[config.mk]
export PLATFORM = sky130hd
export DESIGN_NAME = spi_dual_port
export DESIGN_NICKNAME = d
export VERILOG_FILES = /design/src/spi_pkg.sv /design/src/sync_two_ff.sv /design/src/spi_shift_engine.sv /design/src/spi_dual_port.sv
export SDC_FILE = /design/constraint.sdc
export NUM_CORES = 1
export LEC_CHECK = 0
export ABC_AREA = 1
export BUFFER_PORTS_ARGS = -buffer_cell sky130_fd_sc_hd__buf_2
export CORE_ASPECT_RATIO = 0.7
export CORE_MARGIN = 4
export CORE_UTILIZATION = 45
export DETAILED_ROUTE_END_ITERATION = 10
export GPL_ROUTABILITY_DRIVEN = 0
export HOLD_SLACK_MARGIN = 0.02
export RECOVER_POWER = 50
export SLEW_MARGIN = 20
export SYNTH_ARGS = -nofsm -noshare
export SYNTH_HDL_FRONTEND = slang
export SYNTH_SLANG_ARGS = --single-unit
[constraint.sdc]
create_clock -name clk_i -period 7.2 [get_ports clk_i]
set_input_delay 1.44 -clock clk_i [delete_from_list [all_inputs] [get_ports clk_i]]
set_output_delay 1.44 -clock clk_i [all_outputs]
set_load 0.02 [all_outputs]
[src/spi_pkg.sv]
// Constants and carrier types shared by the dual serial port block
package spi_pkg;
    // Register byte offsets; port two sits one stride above port one
    localparam logic [7:0] OFF_BUF = 8'h00;
    localparam logic [7:0] OFF_CTRL = 8'h04;
    localparam logic [7:0] OFF_STAT = 8'h08;
    localparam logic [7:0] PORT_STRIDE = 8'h0C;
    localparam logic [7:0] OFF_INT_STAT = 8'h18;
    localparam logic [7:0] OFF_INT_CLR = 8'h1C;
    localparam logic [7:0] OFF_INT_EN = 8'h20;
    localparam logic [7:0] OFF_TMR_PER = 8'h24;
    localparam logic [7:0] OFF_PIN_DIR = 8'h28;

    // Status register field positions
    localparam int STAT_SMP_BIT = 7;
    localparam int STAT_CKE_BIT = 6;
    localparam int STAT_BF_BIT = 0;

    // Mode field encodings
    localparam logic [3:0] MODE_MASTER_DIV4 = 4'h0;
    localparam logic [3:0] MODE_MASTER_DIV16 = 4'h1;
    localparam logic [3:0] MODE_MASTER_DIV64 = 4'h2;
    localparam logic [3:0] MODE_MASTER_TIMER = 4'h3;
    localparam logic [3:0] MODE_SLAVE_SEL = 4'h4;
    localparam logic [3:0] MODE_SLAVE_NOSEL = 4'h5;

    // Reset values
    localparam logic [7:0] CTRL_RST = 8'h00;
    localparam logic [7:0] BUF_RST = 8'h00;
    localparam logic [7:0] TMR_PER_RST = 8'h00;
    localparam logic [1:0] INT_EN_RST = 2'h0;
    localparam logic [1:0] PIN_DIR_RST = 2'h0;

    // Bit-rate divisors of the device clock and their half-bit counts
    localparam int OSC_DIV_FAST = 4;
    localparam int OSC_DIV_MID = 16;
    localparam int OSC_DIV_SLOW = 64;
    localparam logic [4:0] HALF_LAST_FAST = 5'(OSC_DIV_FAST / 2 - 1);
    localparam logic [4:0] HALF_LAST_MID = 5'(OSC_DIV_MID / 2 - 1);
    localparam logic [4:0] HALF_LAST_SLOW = 5'(OSC_DIV_SLOW / 2 - 1);
    // Byte framing counts
    localparam logic [2:0] BIT_LAST = 3'h7;
    localparam logic [4:0] HALF_PER_BYTE_LAST = 5'h0F;

    // Control register layout
    typedef struct packed {
        logic wcol;
        logic ovf;
        logic en;
        logic cpol;
        logic [3:0] mode;
    } ctrl_type;

    // Configuration handed to a shift engine
    typedef struct packed {
        logic master;
        logic cpol;
        logic cke;
        logic sample_phase;
    } cfg_type;

    // Pin inputs of one port
    typedef struct packed {
        logic sck;
        logic ss_n;
        logic sdi;
    } pins_type;
endpackage

[src/sync_two_ff.sv]
// Two flip-flop synchroniser for pin inputs
`timescale 1ns/1ps
module sync_two_ff #(
    parameter int WIDTH = 1
) (
    input logic clk_i,
    input logic rst_i,
    input logic [WIDTH-1:0] d_i,
    output logic [WIDTH-1:0] q_o
);
    logic [WIDTH-1:0] meta_q; // Only the second stage reads this
    logic [WIDTH-1:0] sync_q;

    // Two stages against metastability
    always_ff @(posedge clk_i or posedge rst_i) begin
        if (rst_i) begin
            meta_q <= '0;
            sync_q <= '0;
        end else begin
            meta_q <= d_i;
            sync_q <= meta_q;
        end
    end

    assign q_o = sync_q;
endmodule

[src/spi_shift_engine.sv]
// Shift engine of one serial port: clock edges, shift registers, bit counter
`timescale 1ns/1ps
module spi_shift_engine (
    input logic clk_i,
    input logic rst_i,
    input logic clear_i,
    input spi_pkg::cfg_type cfg_i,
    input logic tick_i,
    input logic sck_pin_i,
    input logic sdi_i,
    input logic load_i,
    input logic [7:0] load_data_i,
    output logic busy_o,
    output logic done_o,
    output logic [7:0] rx_byte_o,
    output logic sdo_o,
    output logic sck_o
);
    logic sck_q; // Master clock level
    logic sck_prev_q; // Last sampled slave clock
    logic sdo_q; // Bit on the data output
    logic run_q; // Master transfer running
    logic [4:0] half_q; // Master half periods done
    logic [7:0] tx_q; // Outgoing bits
    logic [7:0] rx_q; // Incoming bits
    logic [2:0] cnt_q; // Bits sampled in this byte
    logic m_edge, s_edge, lead, trail, out_edge, samp;

    // Edge classification; leading edge leaves the idle level
    always_comb begin
        m_edge = cfg_i.master && run_q && tick_i && !clear_i;
        // Slave shifts only on edges of the external clock
        s_edge = !cfg_i.master && !clear_i && (sck_pin_i != sck_prev_q);
        lead = m_edge ? (sck_q == cfg_i.cpol) : (s_edge && (sck_pin_i != cfg_i.cpol));
        trail = m_edge ? (sck_q != cfg_i.cpol) : (s_edge && (sck_pin_i == cfg_i.cpol));
        // Edge bit set: sample leading, drive trailing
        out_edge = cfg_i.cke ? trail : lead;
        // Late sampling moves the capture to the drive edge, master only
        samp = (cfg_i.master && cfg_i.sample_phase) ? out_edge : (cfg_i.cke ? lead : trail);
    end

    // Slave clock history for edge finding
    always_ff @(posedge clk_i or posedge rst_i) begin
        if (rst_i) begin
            sck_prev_q <= 1'b0;
        end else begin
            sck_prev_q <= sck_pin_i;
        end
    end

    // Master clock generation, sixteen half periods per byte
    always_ff @(posedge clk_i or posedge rst_i) begin
        if (rst_i) begin
            run_q <= 1'b0;
            half_q <= 5'h00;
            sck_q <= 1'b0;
        end else if (clear_i || !cfg_i.master) begin
            run_q <= 1'b0;
            half_q <= 5'h00;
            sck_q <= cfg_i.cpol;
        end else if (load_i && !run_q) begin
            run_q <= 1'b1;
            half_q <= 5'h00;
        end else if (m_edge) begin
            sck_q <= ~sck_q;
            half_q <= 5'(half_q + 5'h01);
            if (half_q == spi_pkg::HALF_PER_BYTE_LAST) begin
                run_q <= 1'b0;
            end
        end else if (!run_q) begin
            sck_q <= cfg_i.cpol;
        end
    end

    // Data shifting, most significant bit first
    always_ff @(posedge clk_i or posedge rst_i) begin
        if (rst_i) begin
            tx_q <= 8'h00;
            rx_q <= 8'h00;
            sdo_q <= 1'b0;
            cnt_q <= 3'h0;
        end else begin
            // A load is taken even while the select line holds the port in reset
            if (load_i) begin
                // With the edge bit set the first bit must stand before any edge
                if (cfg_i.cke) begin
                    sdo_q <= load_data_i[7];
                    tx_q <= {load_data_i[6:0], 1'b0};
                end else begin
                    tx_q <= load_data_i;
                end
            end else if (out_edge) begin
                sdo_q <= tx_q[7];
                tx_q <= {tx_q[6:0], 1'b0};
            end
            // Port reset forces the bit counter to zero
            if (clear_i) begin
                cnt_q <= 3'h0;
            end else if (samp) begin
                rx_q <= {rx_q[6:0], sdi_i};
                cnt_q <= (cnt_q == spi_pkg::BIT_LAST) ? 3'h0 : 3'(cnt_q + 3'h1);
            end
        end
    end

    assign busy_o = run_q || (cnt_q != 3'h0);
    assign done_o = samp && (cnt_q == spi_pkg::BIT_LAST);
    assign rx_byte_o = {rx_q[6:0], sdi_i};
    assign sdo_o = sdo_q;
    assign sck_o = sck_q;
endmodule

[src/spi_dual_port.sv]
// Two independent serial ports with register bank, shared timer and interrupt
`timescale 1ns/1ps

module spi_dual_port (
    input logic clk_i,
    input logic rst_i,
    input logic [7:0] addr_i,
    input logic [7:0] wdata_i,
    input logic wr_i,
    input logic rd_i,
    output logic [7:0] rdata_o,
    input logic sleep_i,
    input logic idle_i,
    output logic irq_o,
    output logic wake_o,
    input logic [1:0] serial_clock_pin_i,
    output logic [1:0] serial_clock_pin_o,
    output logic [1:0] serial_clock_pin_oe_o,
    input logic [1:0] slave_select_n_i,
    input logic [1:0] serial_data_in_i,
    output logic [1:0] serial_data_out_o,
    output logic [1:0] serial_data_out_oe_o
);
    localparam int PORTS = 2;

    // Register state
    spi_pkg::ctrl_type ctrl_q [PORTS]; // Control one per port
    logic [PORTS-1:0] smp_q; // Sample phase bits
    logic [PORTS-1:0] cke_q; // Clock edge bits
    logic [PORTS-1:0] bf_q; // Buffer full flags
    logic [7:0] buf_q [PORTS]; // Received bytes
    logic [PORTS-1:0] sdo_in_q; // Data output pin set as input
    logic [PORTS-1:0] int_stat_q; // Sticky completion events
    logic [PORTS-1:0] int_en_q; // Interrupt enables
    logic [7:0] tmr_per_q; // Shared timer period
    logic [7:0] tmr_cnt_q; // Shared timer count
    logic tmr_tick; // Shared timer overflow
    logic [7:0] rdata_q;
    logic [7:0] rd_val;
    logic irq_q;
    logic wake_q;
    logic [PORTS-1:0] sdo_oe_q;
    logic [PORTS-1:0] sck_oe_q;

    // Pins and engine results
    spi_pkg::pins_type [PORTS-1:0] pins_raw;
    spi_pkg::pins_type [PORTS-1:0] pins_sync;
    logic [PORTS-1:0] eng_busy;
    logic [PORTS-1:0] eng_done;
    logic [PORTS-1:0] eng_sdo;
    logic [PORTS-1:0] eng_sck;
    logic [7:0] eng_rx [PORTS];
    logic [PORTS-1:0] int_clr;

    // Byte address of a per-port register
    function automatic logic [7:0] port_addr(input int p, input logic [7:0] off);
        port_addr = 8'(off + 8'(p) * spi_pkg::PORT_STRIDE);
    endfunction

    // Master modes are the four lowest codes
    function automatic logic is_master(input logic [3:0] mode);
        is_master = (mode <= spi_pkg::MODE_MASTER_TIMER);
    endfunction

    // Last half-bit count for the divider modes
    function automatic logic [4:0] half_last(input logic [3:0] mode);
        case (mode)
            spi_pkg::MODE_MASTER_DIV4: half_last = spi_pkg::HALF_LAST_FAST;
            spi_pkg::MODE_MASTER_DIV16: half_last = spi_pkg::HALF_LAST_MID;
            default: half_last = spi_pkg::HALF_LAST_SLOW;
        endcase
    endfunction

    // All pin inputs pass two flops; the slave clock is sampled as data
    sync_two_ff #(
        .WIDTH($bits(pins_raw))
    ) u_pin_sync (
        .clk_i(clk_i),
        .rst_i(rst_i),
        .d_i(pins_raw),
        .q_o(pins_sync)
    );

    // Shared general timer; one period gives one half bit
    always_ff @(posedge clk_i or posedge rst_i) begin
        if (rst_i) begin
            tmr_cnt_q <= 8'h00;
        end else if (sleep_i) begin
            tmr_cnt_q <= tmr_cnt_q; // Clocks halted in sleep
        end else if (tmr_cnt_q >= tmr_per_q) begin
            tmr_cnt_q <= 8'h00;
        end else begin
            tmr_cnt_q <= 8'(tmr_cnt_q + 8'h01);
        end
    end

    // Both ports in timer mode see the same tick, so both rates follow it
    assign tmr_tick = !sleep_i && (tmr_cnt_q >= tmr_per_q);

    // Each port is a full copy with its own mode field and divider
    for (genvar g = 0; g < PORTS; g++) begin : gen_port
        logic master; // Port runs as master
        logic sel_ctl; // Slave with select control
        logic valid; // Mode is an SPI mode
        logic ss_high; // Synchronised select is high
        logic clear; // Port logic held in reset
        logic wr_buf;
        logic rd_buf;
        logic tick; // Master half-bit tick
        logic [4:0] div_q; // Device clock divider
        spi_pkg::cfg_type cfg;

        assign pins_raw[g].sck = serial_clock_pin_i[g];
        assign pins_raw[g].ss_n = slave_select_n_i[g];
        assign pins_raw[g].sdi = serial_data_in_i[g];

        // Mode decode and port reset
        always_comb begin
            master = is_master(ctrl_q[g].mode);
            sel_ctl = (ctrl_q[g].mode == spi_pkg::MODE_SLAVE_SEL);
            valid = master || sel_ctl || (ctrl_q[g].mode == spi_pkg::MODE_SLAVE_NOSEL);
            ss_high = sel_ctl && pins_sync[g].ss_n;
            // Select high or enable low resets the shift logic
            clear = !ctrl_q[g].en || !valid || ss_high;
            wr_buf = wr_i && (addr_i == port_addr(g, spi_pkg::OFF_BUF));
            rd_buf = rd_i && (addr_i == port_addr(g, spi_pkg::OFF_BUF));
            cfg.master = master;
            cfg.cpol = ctrl_q[g].cpol;
            cfg.cke = cke_q[g];
            cfg.sample_phase = smp_q[g];
            // Sleep stops every master tick, so a transfer freezes mid-byte
            if (sleep_i) begin
                tick = 1'b0;
            end else if (ctrl_q[g].mode == spi_pkg::MODE_MASTER_TIMER) begin
                tick = tmr_tick;
            end else begin
                tick = (div_q == half_last(ctrl_q[g].mode));
            end
        end

        // Divider restarts when idle and holds its count in sleep
        always_ff @(posedge clk_i or posedge rst_i) begin
            if (rst_i) begin
                div_q <= 5'h00;
            end else if (clear || !master || !eng_busy[g]) begin
                div_q <= 5'h00;
            end else if (sleep_i) begin
                div_q <= div_q;
            end else if (div_q == half_last(ctrl_q[g].mode)) begin
                div_q <= 5'h00;
            end else begin
                div_q <= 5'(div_q + 5'h01);
            end
        end

        spi_shift_engine u_engine (
            .clk_i(clk_i),
            .rst_i(rst_i),
            .clear_i(clear),
            .cfg_i(cfg),
            .tick_i(tick),
            .sck_pin_i(pins_sync[g].sck),
            .sdi_i(pins_sync[g].sdi),
            .load_i(wr_buf && !eng_busy[g] && ctrl_q[g].en && valid),
            .load_data_i(wdata_i),
            .busy_o(eng_busy[g]),
            .done_o(eng_done[g]),
            .rx_byte_o(eng_rx[g]),
            .sdo_o(eng_sdo[g]),
            .sck_o(eng_sck[g])
        );

        // Control register; hardware sets beat a software write
        always_ff @(posedge clk_i or posedge rst_i) begin
            if (rst_i) begin
                ctrl_q[g] <= spi_pkg::ctrl_type'(spi_pkg::CTRL_RST);
            end else begin
                if (wr_i && (addr_i == port_addr(g, spi_pkg::OFF_CTRL))) begin
                    ctrl_q[g] <= spi_pkg::ctrl_type'(wdata_i);
                end
                // Buffer write during a byte is dropped and flagged
                if (wr_buf && eng_busy[g] && !clear) begin
                    ctrl_q[g].wcol <= 1'b1;
                end
                // Master never overflows: each byte is started by software
                if (eng_done[g] && bf_q[g] && !master) begin
                    ctrl_q[g].ovf <= 1'b1;
                end
            end
        end

        // Status bits and receive buffer
        always_ff @(posedge clk_i or posedge rst_i) begin
            if (rst_i) begin
                smp_q[g] <= 1'b0;
                cke_q[g] <= 1'b0;
                bf_q[g] <= 1'b0;
                buf_q[g] <= spi_pkg::BUF_RST;
            end else begin
                if (wr_i && (addr_i == port_addr(g, spi_pkg::OFF_STAT))) begin
                    smp_q[g] <= wdata_i[spi_pkg::STAT_SMP_BIT];
                    cke_q[g] <= wdata_i[spi_pkg::STAT_CKE_BIT];
                end
                // Reading the buffer empties it
                if (rd_buf) begin
                    bf_q[g] <= 1'b0;
                end
                // Slave keeps the unread byte on overflow
                if (eng_done[g] && (!bf_q[g] || master)) begin
                    buf_q[g] <= eng_rx[g];
                    bf_q[g] <= 1'b1;
                end
            end
        end

        // Pin drivers, registered so the outputs come from flops
        always_ff @(posedge clk_i or posedge rst_i) begin
            if (rst_i) begin
                sdo_oe_q[g] <= 1'b0;
                sck_oe_q[g] <= 1'b0;
            end else begin
                // Slave with select control drives only while selected
                sdo_oe_q[g] <= ctrl_q[g].en && valid && !sdo_in_q[g] && !ss_high;
                sck_oe_q[g] <= ctrl_q[g].en && master;
            end
        end
    end

    // Global registers written by software
    always_ff @(posedge clk_i or posedge rst_i) begin
        if (rst_i) begin
            int_en_q <= spi_pkg::INT_EN_RST;
            tmr_per_q <= spi_pkg::TMR_PER_RST;
            sdo_in_q <= spi_pkg::PIN_DIR_RST;
        end else if (wr_i) begin
            if (addr_i == spi_pkg::OFF_INT_EN) begin
                int_en_q <= wdata_i[PORTS-1:0];
            end
            if (addr_i == spi_pkg::OFF_TMR_PER) begin
                tmr_per_q <= wdata_i;
            end
            if (addr_i == spi_pkg::OFF_PIN_DIR) begin
                sdo_in_q <= wdata_i[PORTS-1:0];
            end
        end
    end

    // Write-one-to-clear mask for the sticky events
    assign int_clr = (wr_i && (addr_i == spi_pkg::OFF_INT_CLR)) ? wdata_i[PORTS-1:0] : '0;

    // Sticky completion flags; a new event wins over a clear
    always_ff @(posedge clk_i or posedge rst_i) begin
        if (rst_i) begin
            int_stat_q <= '0;
        end else begin
            int_stat_q <= (int_stat_q & ~int_clr) | eng_done;
        end
    end

    // Interrupt and wake request follow the enabled flags
    always_ff @(posedge clk_i or posedge rst_i) begin
        if (rst_i) begin
            irq_q <= 1'b0;
            wake_q <= 1'b0;
        end else begin
            irq_q <= |(int_stat_q & int_en_q);
            // Disabled events never wake the device
            wake_q <= (sleep_i || idle_i) && |(int_stat_q & int_en_q);
        end
    end

    // Read multiplexer; unmapped and write-only addresses read zero
    always_comb begin
        rd_val = 8'h00;
        for (int p = 0; p < PORTS; p++) begin
            if (addr_i == port_addr(p, spi_pkg::OFF_BUF)) begin
                rd_val = buf_q[p];
            end
            if (addr_i == port_addr(p, spi_pkg::OFF_CTRL)) begin
                rd_val = ctrl_q[p];
            end
            if (addr_i == port_addr(p, spi_pkg::OFF_STAT)) begin
                rd_val[spi_pkg::STAT_SMP_BIT] = smp_q[p];
                rd_val[spi_pkg::STAT_CKE_BIT] = cke_q[p];
                rd_val[spi_pkg::STAT_BF_BIT] = bf_q[p];
            end
        end
        if (addr_i == spi_pkg::OFF_INT_STAT) begin
            rd_val = {6'h00, int_stat_q};
        end
        if (addr_i == spi_pkg::OFF_INT_EN) begin
            rd_val = {6'h00, int_en_q};
        end
        if (addr_i == spi_pkg::OFF_TMR_PER) begin
            rd_val = tmr_per_q;
        end
        if (addr_i == spi_pkg::OFF_PIN_DIR) begin
            rd_val = {6'h00, sdo_in_q};
        end
    end

    // Read data stand only in the cycle after the strobe
    always_ff @(posedge clk_i or posedge rst_i) begin
        if (rst_i) begin
            rdata_q <= 8'h00;
        end else if (rd_i) begin
            rdata_q <= rd_val;
        end else begin
            rdata_q <= 8'h00;
        end
    end

    assign rdata_o = rdata_q;
    assign irq_o = irq_q;
    assign wake_o = wake_q;
    assign serial_data_out_o = eng_sdo;
    assign serial_data_out_oe_o = sdo_oe_q;
    assign serial_clock_pin_o = eng_sck;
    assign serial_clock_pin_oe_o = sck_oe_q;
endmodule

==> results of run 1 <==
==> sequential cells by signal, indices dropped and copies added, names as in the netlist, 6 cells and up <==
register	count
ctrl_q	16
buf_q	16
u_pin_sync.q_o	6
gen_port.u_engine.half_q	10
gen_port.u_engine.rx_q	14
rdata_o	8
gen_port.u_engine.cnt_q	6
tmr_cnt_q	8
gen_port.u_engine.tx_q	16
gen_port.div_q	10
tmr_per_q	8
u_pin_sync.meta_q	6
==> stage by stage <==
| step | hold WS [ps] | setup WS, ps |
|---|---|---|
| 6_report | 344 | 2950 |
| 2_1_floorplan | 331 | 1720 |
| 4_1_cts | 346 | 3790 |
| 3_5_place_dp | 335 | 3340 |
| 5_1_grt | 352 | 2160 |
| 3_3_place_gp | 332 | 3370 |
==> critical path: cells and delay by family <==
| family | cells | cell delay (ps) |
|---|---|---|
| buf+inv | 3 | 3190 |
==> cells by family (layout without fill, tap and decap cells) <==
group           count (synthesis)  in the layout
buf+inv                       145            196
flops                         150            150
compound gates                158            158
simple gates                  454            454
fa+ha+maj                      21             21
xor+xnor                       16             16
==> final timing paths <==
kind                                                start                                  endpoint  depth (start not counted)
max reg2reg                      tmr_per_q[7]$_DFFE_PP0P_                      buf_q[9]$_DFFE_PP0P_                         15
min in group asynchronous                           rst_i  gen_port[1].u_engine.rx_q[3]$_DFFE_PP0P_                          2
max in group clk_i                              addr_i[1]    gen_port[0].u_engine.sdo_o$_DFFE_PP0P_                         11
min                        u_pin_sync.meta_q[4]$_DFF_PP0_               u_pin_sync.q_o[4]$_DFF_PP0_                          0
max                                                 rst_i  gen_port[0].u_engine.tx_q[7]$_DFFE_PP0P_                          3
min reg2reg                u_pin_sync.meta_q[4]$_DFF_PP0_               u_pin_sync.q_o[4]$_DFF_PP0_                          0
==> cells in the final DEF, fill, tap and decap left out, drive strengths merged, types with 11 or more instances in the layout <==
cell / n
nand3: 62
o22ai: 11
a21oi: 19
dfrtp: 150
buf: 27
nor2: 62
o21ai: 109
ha: 21
nand2: 292
inv: 119
nand4: 21
clkbuf: 40
==> layout make-up <==
| cell class | count | share of cell area (%) |
|---|---|---|
| sequential | 150 | 43.8 |
| multi-input combinational | 649 | 38.8 |
| clock buffer | 21 | 5.49 |
| inverter | 120 | 5.27 |
| tap | 225 | 3.28 |
| timing repair buffer | 46 | 2.44 |
| clock inverter | 9 | 0.919 |
==> layer usage <==
metal / GRT usage [%] / up-vias
met2: 29.0 / 120
met4: 4.83 / 0
met5: 0 / -
li1: - / 3140
met1: 31.4 / 2877
met3: 4.13 / 18
==> report_power, final <==
part           internal, mW  leakage, nW  switching [mW]
sequential            0.870         1.95          0.0242
combinational        0.0366         1.93          0.0831
clock                 0.496        0.270           0.346
total                  1.40         4.15           0.453
==> results.json, run 1 <==
{
  "drt_iter0_markers": 441,
  "cts_resized": 0,
  "nFillCells": 1626,
  "multi_input_area_um2": 3330,
  "synth-compound-area-share_pct": 11.8,
  "pin_count": 46,
  "dp_hpwl_mm": 13.6,
  "p_total_mw": 1.86,
  "cts_made_buffers": 17,
  "grt_pass1_vias": 5835,
  "antenna_found_initial": 0,
  "nets": 1033,
  "synthXorXnorAreaFrac_pct": 1.82,
  "syn-num-nets": 993,
  "worstMarginPinSlew_ps": 3950,
  "hold_class": "flip-flop to flip-flop",
  "wl_per_cell_um": 15.2,
  "route.met2.wl_mm": 7.82,
  "die_area_um2": 19300,
  "synth_edf_count": 0,
  "synth.distinct_cells": 47,
  "leakage_nw": 4.15,
  "final-setup-viol-count": 0,
  "status": "finished, violations left",
  "yosys.area_share.simple_pct": 26.3,
  "cts_root_buf": "clkbuf_16",
  "r2r_slack_ps": 4200,
  "synthMuxAreaShare_pct": 0,
  "syn_inst": 944,
  "violations": "max-capacitance violations, max-slew violations",
  "min_period_ps": 4250,
  "dp.cells": 1190,
  "die_w_um": 164,
  "synth_area_leaders": "dfrtp_1, nand2_1, o21ai_0",
  "finalHoldViolCount": 0,
  "yosysMostFrequentCell": "nand2_1",
  "die_y_um": 117,
  "ant_nets": 0,
  "vias": 6155,
  "cts_sinks": 150,
  "cts.clk_slew.worst_paths_ps": 60,
  "wl_mm": 18.5,
  "cts_hold_buf": 0,
  "tns_ps": 0,
  "slew_violations": 94,
  "routed.top_layer": "met4",
  "max-cap-violations": 1,
  "drive_gt1_share_pct": 9.85,
  "insertion_delay_ps": 420,
  "cellPowerDensity_nw_per_um2": 216,
  "ff_latch_area_um2": 3750,
  "rsz0062_at_grt": "no",
  "numPortBuffers": 45,
  "slew_headroom_pct": -164,
  "min_period_over_period_pct": 59.1,
  "path_cells": "buf_2 > clkinvlp_2 > buf_4",
  "required_ps": 7670,
  "cts_tree": "built",
  "fin_area_um2": 8570,
  "syn_area_um2": 7700,
  "diodes": 0,
  "rows": 39,
  "grt_pass1_wl_mm": 30.8,
  "yosysTopAreaCellShare_pct": 48.7,
  "htreeDepth": 4,
  "vdd_drop_max_mv": 0.132,
  "vias_per_cell": 5.05,
  "async_reset_ff_share_pct": 100,
  "critPathSlowestCell": "clkinvlp_2",
  "synth_top_family_by_area": "simple AND/OR/NAND/NOR gates",
  "grt_overflow_total": 0,
  "initial_core_util_pct": 46.6,
  "critical-path-max-stage-delay_ps": 2200,
  "dr.pass1.iters": 5,
  "critPathKind": "primary input to asynchronous set/reset pin",
  "yosysWarnings": 0,
  "wl_met1_mm": 9.66,
  "endpoint_kind": "asynchronous set/reset pin",
  "ys_seq_area_share_pct": 48.7,
  "stdcell_count": 1220,
  "fmax_mhz": 235,
  "yosys-top-cells-count": "nand2_1, dfrtp_1, inv_1, o21ai_0, nand3_1",
  "crit_path_max_fanout": 93,
  "placed_area_um2": 8070,
  "synth_adder_area_share_pct": 3.41,
  "post-route-util_pct": 51.8,
  "crit_arrival_ps": 4720,
  "drc": 0,
  "fp.coreArea_um2": 16500,
  "synth_seq_cells": 150,
  "yosysTopAreaCell": "dfrtp_1",
  "clk_path_buf_depth": 2,
  "syn_to_final_growth_pct": 11.3,
  "grt_use_total_pct": 20.2,
  "synth.avg_cell_area_um2": 8.16,
  "skew_ps": 8.18,
  "synth_flop_cell": "dfrtp_1",
  "met3WireLength_um": 858,
  "startpoint_type": "primary input",
  "grt_max_degree": 94,
  "post_cts_buffers": 0
}
Power figures use the tool's default switching activity.
==> run 2: changes to the inputs <==
==> constraint.sdc (replaced) <==
create_clock -name clk_i -period 3.5 [get_ports clk_i]
set_input_delay 0.7 -clock clk_i [delete_from_list [all_inputs] [get_ports clk_i]]
set_output_delay 0.7 -clock clk_i [all_outputs]
set_load 0.02 [all_outputs]
==> run 2 against run 1 <==
The run now ends clean; combinational power increased by 110%; design area grew 1.4%; clock skew about the same; global-route usage grew 0.21 points; final cell count rose by 0.57%; routed wire length down 0.15%.
==> results.json, run 2 (synthesis gave the netlist of run 1 again) <==
{
  "startpoint_type": "flip-flop",
  "nets": 1038,
  "path_depth": 15,
  "worstHoldPathCells": 0,
  "wl_met1_mm": 9.71,
  "cts_tree": "built",
  "final-setup-viol-count": 0,
  "max-cap-violations": 0,
  "initial_core_util_pct": 46.6,
  "clk_path_buf_depth": 2,
  "met3WireLength_um": 962,
  "grt_pass1_vias": 5974,
  "preCtsSetupSlack_ps": 664,
  "drc": 0,
  "reg_top3": "buf_q x16, ctrl_q x16, gen_port.u_engine.tx_q x16",
  "vias_per_cell": 5.11,
  "cts_made_buffers": 17,
  "syn_to_final_growth_pct": 12.9,
  "placed_area_um2": 8130,
  "slew_violations": 0,
  "finalHoldViolCount": 0,
  "dr.pass1.iters": 5,
  "leakage_nw": 4.28,
  "pin_count": 46,
  "min_period_over_period_pct": 82.8,
  "critPathKind": "flip-flop to flip-flop",
  "hold_class": "flip-flop to flip-flop",
  "nFillCells": 1564,
  "numPortBuffers": 45,
  "fp.coreArea_um2": 16500,
  "cts_sinks": 150,
  "die_y_um": 117,
  "routed.top_layer": "met4",
  "cellPowerDensity_nw_per_um2": 456,
  "tns_ps": 0,
  "crit_arrival_ps": 3210,
  "drt_iter0_markers": 502,
  "final_cell_mix": "nand2_1, dfrtp_1, inv_1, o21ai_0",
  "drive_gt1_share_pct": 12.5,
  "ff2ff_path_depth": 15,
  "htreeDepth": 4,
  "critical-path-max-stage-delay_ps": 410,
  "diodes": 0,
  "fin_area_um2": 8700,
  "route.met2.wl_mm": 7.53,
  "cts_root_buf": "clkbuf_16",
  "grt_use_total_pct": 20.4,
  "slew_headroom_pct": 12.6,
  "cts.clk_slew.worst_paths_ps": 60,
  "grt_max_degree": 74,
  "grt_overflow_total": 0,
  "worst_slack_ps": 603,
  "ant_nets": 0,
  "wl_mm": 18.5,
  "worst-path-buf-inv": 1,
  "final_common_cell": "nand2_1",
  "cts_hold_buf": 0,
  "cts_resized": 0,
  "critPathSlowestCell": "dfrtp_1",
  "dp_hpwl_mm": 13.6,
  "skew_ps": 8.33,
  "vias": 6265,
  "worstMarginPinSlew_ps": 1300,
  "crit_path_max_fanout": 20,
  "fmax_mhz": 345,
  "critPathTopFamily": "simple AND/OR/NAND/NOR gates",
  "endpoint_kind": "flip-flop",
  "antenna_found_initial": 0,
  "die_area_um2": 19300,
  "post_cts_buffers": 0,
  "die_w_um": 164,
  "status": "completed",
  "grt_pass1_wl_mm": 31.2,
  "min_period_ps": 2900,
  "rows": 39,
  "wl_per_cell_um": 15.1,
  "critical_path.most_common_cell": "nand2_1",
  "vdd_drop_max_mv": 0.271,
  "insertion_delay_ps": 430,
  "path_cells": "inv_1 > ha_1 > nand2_1 > nor2_1 > nand4_1 > nand3_1 > nand2_1 > nand2_1 > nand3_4 > nand2_1 > nand2_1 > nand2_2 > nand3_4 > nand2_1 > nand2_1",
  "rsz0062_at_grt": "no",
  "required_ps": 3820
}
[run 2: changes by cell type in the layout (fill, tap and decap cells not counted), sizes merged]
cell / before / now
buf: 27 / 50
bufinv: 1 / 2
clkbuf: 40 / 21
clkinvlp: 3 / 2
inv: 119 / 122
[run 2: per-stage QoR]
stage | util, % | hold slack [ps] | power (mW) | instances
floorplan | - | 331 | 2.04 | 944
global placement | 49.1 | 333 | 2.13 | 1195
detailed placement | 49.1 | 335 | 2.13 | 1195
CTS | 52.7 | 350 | 4.00 | 1227
global route | 52.6 | 356 | 4.12 | 1227
finish | 52.6 | 348 | 3.96 | 1227
[run 2: area by class of cell]
cell class | count | area (µm²) | area share [%]
flip-flops and latches | 150 | 3750 | 43.2
clock buffers | 20 | 457 | 5.25
multi-input cells | 649 | 3330 | 38.3
inverters | 120 | 452 | 5.19
repair buffers | 51 | 280 | 3.22
clock inverters | 12 | 143 | 1.64
well taps | 225 | 282 | 3.24
[run 2: report_power, final]
part / total [mW] / leakage, nW / internal (mW) / switching [mW]
clock network: 1.87 / 0.292 / 1.10 / 0.767
logic: 0.257 / 2.04 / 0.0801 / 0.176
registers: 1.84 / 1.95 / 1.79 / 0.0505
[run 2: final timing paths]
| kind | from | to | slack (ps) |
|---|---|---|---|
| setup reg to reg | tmr_per_q[4]$_DFFE_PP0P_ | buf_q[4]$_DFFE_PP0P_ | 600 |
| setup / recovery | tmr_per_q[4]$_DFFE_PP0P_ | buf_q[4]$_DFFE_PP0P_ | 600 |
| min in group asynchronous | rst_i | gen_port[1].u_engine.rx_q[2]$_DFFE_PP0P_ | 550 |
| hold reg to reg | u_pin_sync.meta_q[0]$_DFF_PP0_ | u_pin_sync.q_o[0]$_DFF_PP0_ | 350 |
| max in group asynchronous | rst_i | tmr_cnt_q[2]$_DFFE_PP0N_ | 1150 |
| hold / removal | u_pin_sync.meta_q[0]$_DFF_PP0_ | u_pin_sync.q_o[0]$_DFF_PP0_ | 350 |
[run 2: worst register-to-register path: stages, from the launching register on]
cell,delay [ps]
dfrtp_1,410
inv_1,70
ha_1,290
nand2_1,70
nor2_1,160
nand4_1,100
nand3_1,130
nand2_1,180
nand2_1,330
nand3_4,170
nand2_1,130
nand2_1,70
nand2_2,300
nand3_4,200
nand2_1,110
nand2_1,60
[run 2: routing by layer]
metal  global-route usage, %  vias to the layer above
li1                        -                     3153
met2                    27.5                      155
met3                    3.89                       24
met5                       0                        -
met4                    6.44                        0
met1                    32.8                     2933
==> run 3: changes to the inputs <==
--- a/config.mk
+++ b/config.mk
@@ -5,7 +5,7 @@
 export SDC_FILE = /design/constraint.sdc
 export NUM_CORES = 1
 export LEC_CHECK = 0
-export ABC_AREA = 1
+export ABC_AREA = 0
 export BUFFER_PORTS_ARGS = -buffer_cell sky130_fd_sc_hd__buf_2
 export CORE_ASPECT_RATIO = 0.7
 export CORE_MARGIN = 4
==> constraint.sdc (replaced) <==
create_clock -name clk_i -period 2.5 [get_ports clk_i]
set_input_delay 0.5 -clock clk_i [delete_from_list [all_inputs] [get_ports clk_i]]
set_output_delay 0.5 -clock clk_i [all_outputs]
set_load 0.02 [all_outputs]
==> run 3 against run 2 <==
The run now ends with negative setup slack left; clock power is 44% higher; utilization up 6.0 points; total power is 62% higher; routed wire length up 21%; critical path depth is 3 lower; final cell count decreased by 6.5%; sequential power grew 47%; sequential share of layout area fell by 6.2 points; count of clock-buffer cells in the layout fell by 3; non-clock buffer count is 112 higher; via count is 8.3% higher; die area rose by 3.8%; critical endpoint is now gen_port[1].u_engine.tx_q[2]$_DFFE_PP0P_.
==> results.json, run 3 <==
{
  "grt_max_degree": 34,
  "vdd_drop_max_mv": 0.344,
  "worst_slack_ps": -120,
  "dp.cells": 1091,
  "pwr-share-comb_pct": 15.7,
  "numPortBuffers": 45,
  "finalHoldViolCount": 0,
  "ant_nets": 0,
  "yosysTopAreaCellShare_pct": 46.8,
  "yosys.area_share.simple_pct": 16.2,
  "yosys-top-cells-count": "dfrtp_1, nand2_1, mux2_2, o21ai_0, nor2_1",
  "rsz0062_at_grt": "yes",
  "syn_area_um2": 8020,
  "synth_area_leaders": "dfrtp_1, mux2_2, ha_1",
  "status": "finished, violations left",
  "ys_seq_area_share_pct": 46.8,
  "die_w_um": 168,
  "yosysMostFrequentCell": "dfrtp_1",
  "vias_per_cell": 5.91,
  "slew_headroom_pct": 24.4,
  "endpoint_kind": "flip-flop",
  "fp.coreArea_um2": 17300,
  "synth_adder_area_share_pct": 3.28,
  "synth_flop_cell": "dfrtp_1",
  "rows": 40,
  "cts.clk_slew.worst_paths_ps": 70,
  "async_reset_ff_share_pct": 100,
  "nets": 952,
  "grt_pass1_wl_mm": 36.2,
  "max-cap-violations": 0,
  "die_y_um": 120,
  "die_area_um2": 20100,
  "drc": 0,
  "wl_mm": 22.5,
  "critPathKind": "flip-flop to flip-flop",
  "synth.avg_cell_area_um2": 10.5,
  "cts_root_buf": "clkbuf_16",
  "syn_to_final_growth_pct": 26.6,
  "p_total_mw": 6.41,
  "yosysWarnings": 0,
  "reg_top3": "buf_q x16, ctrl_q x16, gen_port.u_engine.tx_q x16",
  "initial_core_util_pct": 46.3,
  "htreeDepth": 4,
  "vias": 6783,
  "hold_class": "primary input to flip-flop",
  "cts_hold_buf": 0,
  "synthXorXnorAreaFrac_pct": 2.08,
  "dp_hpwl_mm": 15.9,
  "diodes": 0,
  "drive_gt1_share_pct": 32.5,
  "slew_violations": 0,
  "crit_path_max_fanout": 14,
  "synth_seq_cells": 150,
  "placed_area_um2": 9130,
  "antenna_found_initial": 0,
  "insertion_delay_ps": 420,
  "cts_sinks": 150,
  "leakage_nw": 4.69,
  "dr.pass1.iters": 5,
  "final_common_cell": "dfrtp_1",
  "yosysTopAreaCell": "dfrtp_1",
  "hold_ws_ps": 176,
  "grt_use_total_pct": 22.6,
  "clk_path_buf_depth": 2,
  "cellPowerDensity_nw_per_um2": 631,
  "preCtsSetupSlack_ps": -279,
  "synthMuxAreaShare_pct": 11.6,
  "clkPwrFrac_pct": 42.1,
  "synth-compound-area-share_pct": 16.1,
  "crit_arrival_ps": 2890,
  "synth_edf_count": 0,
  "synth_top_family_by_area": "simple AND/OR/NAND/NOR gates",
  "violations": "negative setup slack",
  "grt_pass1_vias": 6871,
  "drt_iter0_markers": 604,
  "post-route-util_pct": 58.6,
  "fmax_mhz": 382,
  "startpoint_type": "flip-flop",
  "worstMarginPinSlew_ps": 1130,
  "final_cell_mix": "dfrtp_1, buf_4, nand2_1, buf_2, mux2_2",
  "stdcell_count": 1147,
  "p_switching_mw": 1.76,
  "cts_tree": "built",
  "required_ps": 2770,
  "final-setup-viol-count": 35,
  "synth.distinct_cells": 78,
  "pin_count": 46,
  "syn_inst": 762,
  "fin_area_um2": 10100,
  "wl_per_cell_um": 19.6,
  "syn-num-nets": 811,
  "tns_ps": -1620,
  "switching_share_pct": 27.5,
  "internal-power_mw": 4.64,
  "min_period_over_period_pct": 105,
  "grt_overflow_total": 0,
  "skew_ps": 9.50,
  "sequentialPowerShare_pct": 42.2,
  "min_period_ps": 2620,
  "cts_made_buffers": 17
}
-- run 3: path summary, 6_finish.rpt --
path                                                 from  slack (ps)                                   endpoint  depth (start not counted)
max                              tmr_cnt_q[0]$_DFFE_PP0N_        -120   gen_port[1].u_engine.tx_q[2]$_DFFE_PP0P_                         12
min                                   serial_data_in_i[1]         180             u_pin_sync.meta_q[3]$_DFF_PP0_                          1
max reg2reg                      tmr_cnt_q[0]$_DFFE_PP0N_        -120   gen_port[1].u_engine.tx_q[2]$_DFFE_PP0P_                         12
min reg2reg                u_pin_sync.meta_q[3]$_DFF_PP0_         350                u_pin_sync.q_o[3]$_DFF_PP0_                          0
max in group asynchronous                           rst_i         420  gen_port[1].u_engine.sck_prev_q$_DFF_PP0_                          4
min in group asynchronous                           rst_i         260  gen_port[0].u_engine.cnt_q[0]$_DFFE_PP0P_                          2
-- run 3: kinds of logic after synthesis --
group                    Yosys count
AO/OA/AOI/OAI                    180
XOR/XNOR                          19
adder cells (fa/ha/maj)           21
buffers and inverters             71
flip-flops                       150
multiplexers                      84
AND/OR/NAND/NOR                  237
-- run 3: worst max-delay path, cell delays in order (launching register included) --
cell and delay, ps:
dfrtp_1 350, inv_1 50, ha_1 290, nor3b_2 200, o21ai_1 80, a22o_1 230, buf_6 130, buf_6 110
o2111ai_1 200, buf_4 220, a21boi_0 120, o32ai_1 380, a221oi_1 90
-- run 3: power by group through the flow --
stage	logic, mW	clock network, mW	registers (mW)
floorplan	0.557	0	2.71
global placement	0.811	0	2.73
detailed placement	0.850	0	2.74
CTS	0.964	2.73	2.70
global route	1.10	2.84	2.73
finish	1.01	2.70	2.71
-- run 3: what timing repair did --
action                                 CTS  global route
resized for setup                       20            60
setup buffers                           12            12
endpoints found under the hold margin    0             0
gates cloned                             1             2
setup endpoints to repair               38            55
pin swaps                               25            18
-- run 3: metal layers --
layer / share of wire [%] / vias up / wire, µm / global-route usage [%]
li1: - / 3099 / - / -
met1: 46 / 3395 / 10300 / 32.0
met2: 45 / 246 / 10000 / 34.4
met3: 7.0 / 43 / 1570 / 4.87
met4: 2.4 / 0 / 537 / 8.16
met5: 0 / - / 0 / 0
-- run 3: area by class of cell --
| type | instances | area (µm²) |
|---|---|---|
| Tap cell | 231 | 289 |
| Multi-Input combinational cell | 542 | 4200 |
| Inverter | 29 | 110 |
| Fill cell | 1453 | 7170 |
| Clock inverter | 15 | 190 |
| Clock buffer | 17 | 425 |
| Sequential cell | 150 | 3750 |
| Timing Repair Buffer | 163 | 1180 |
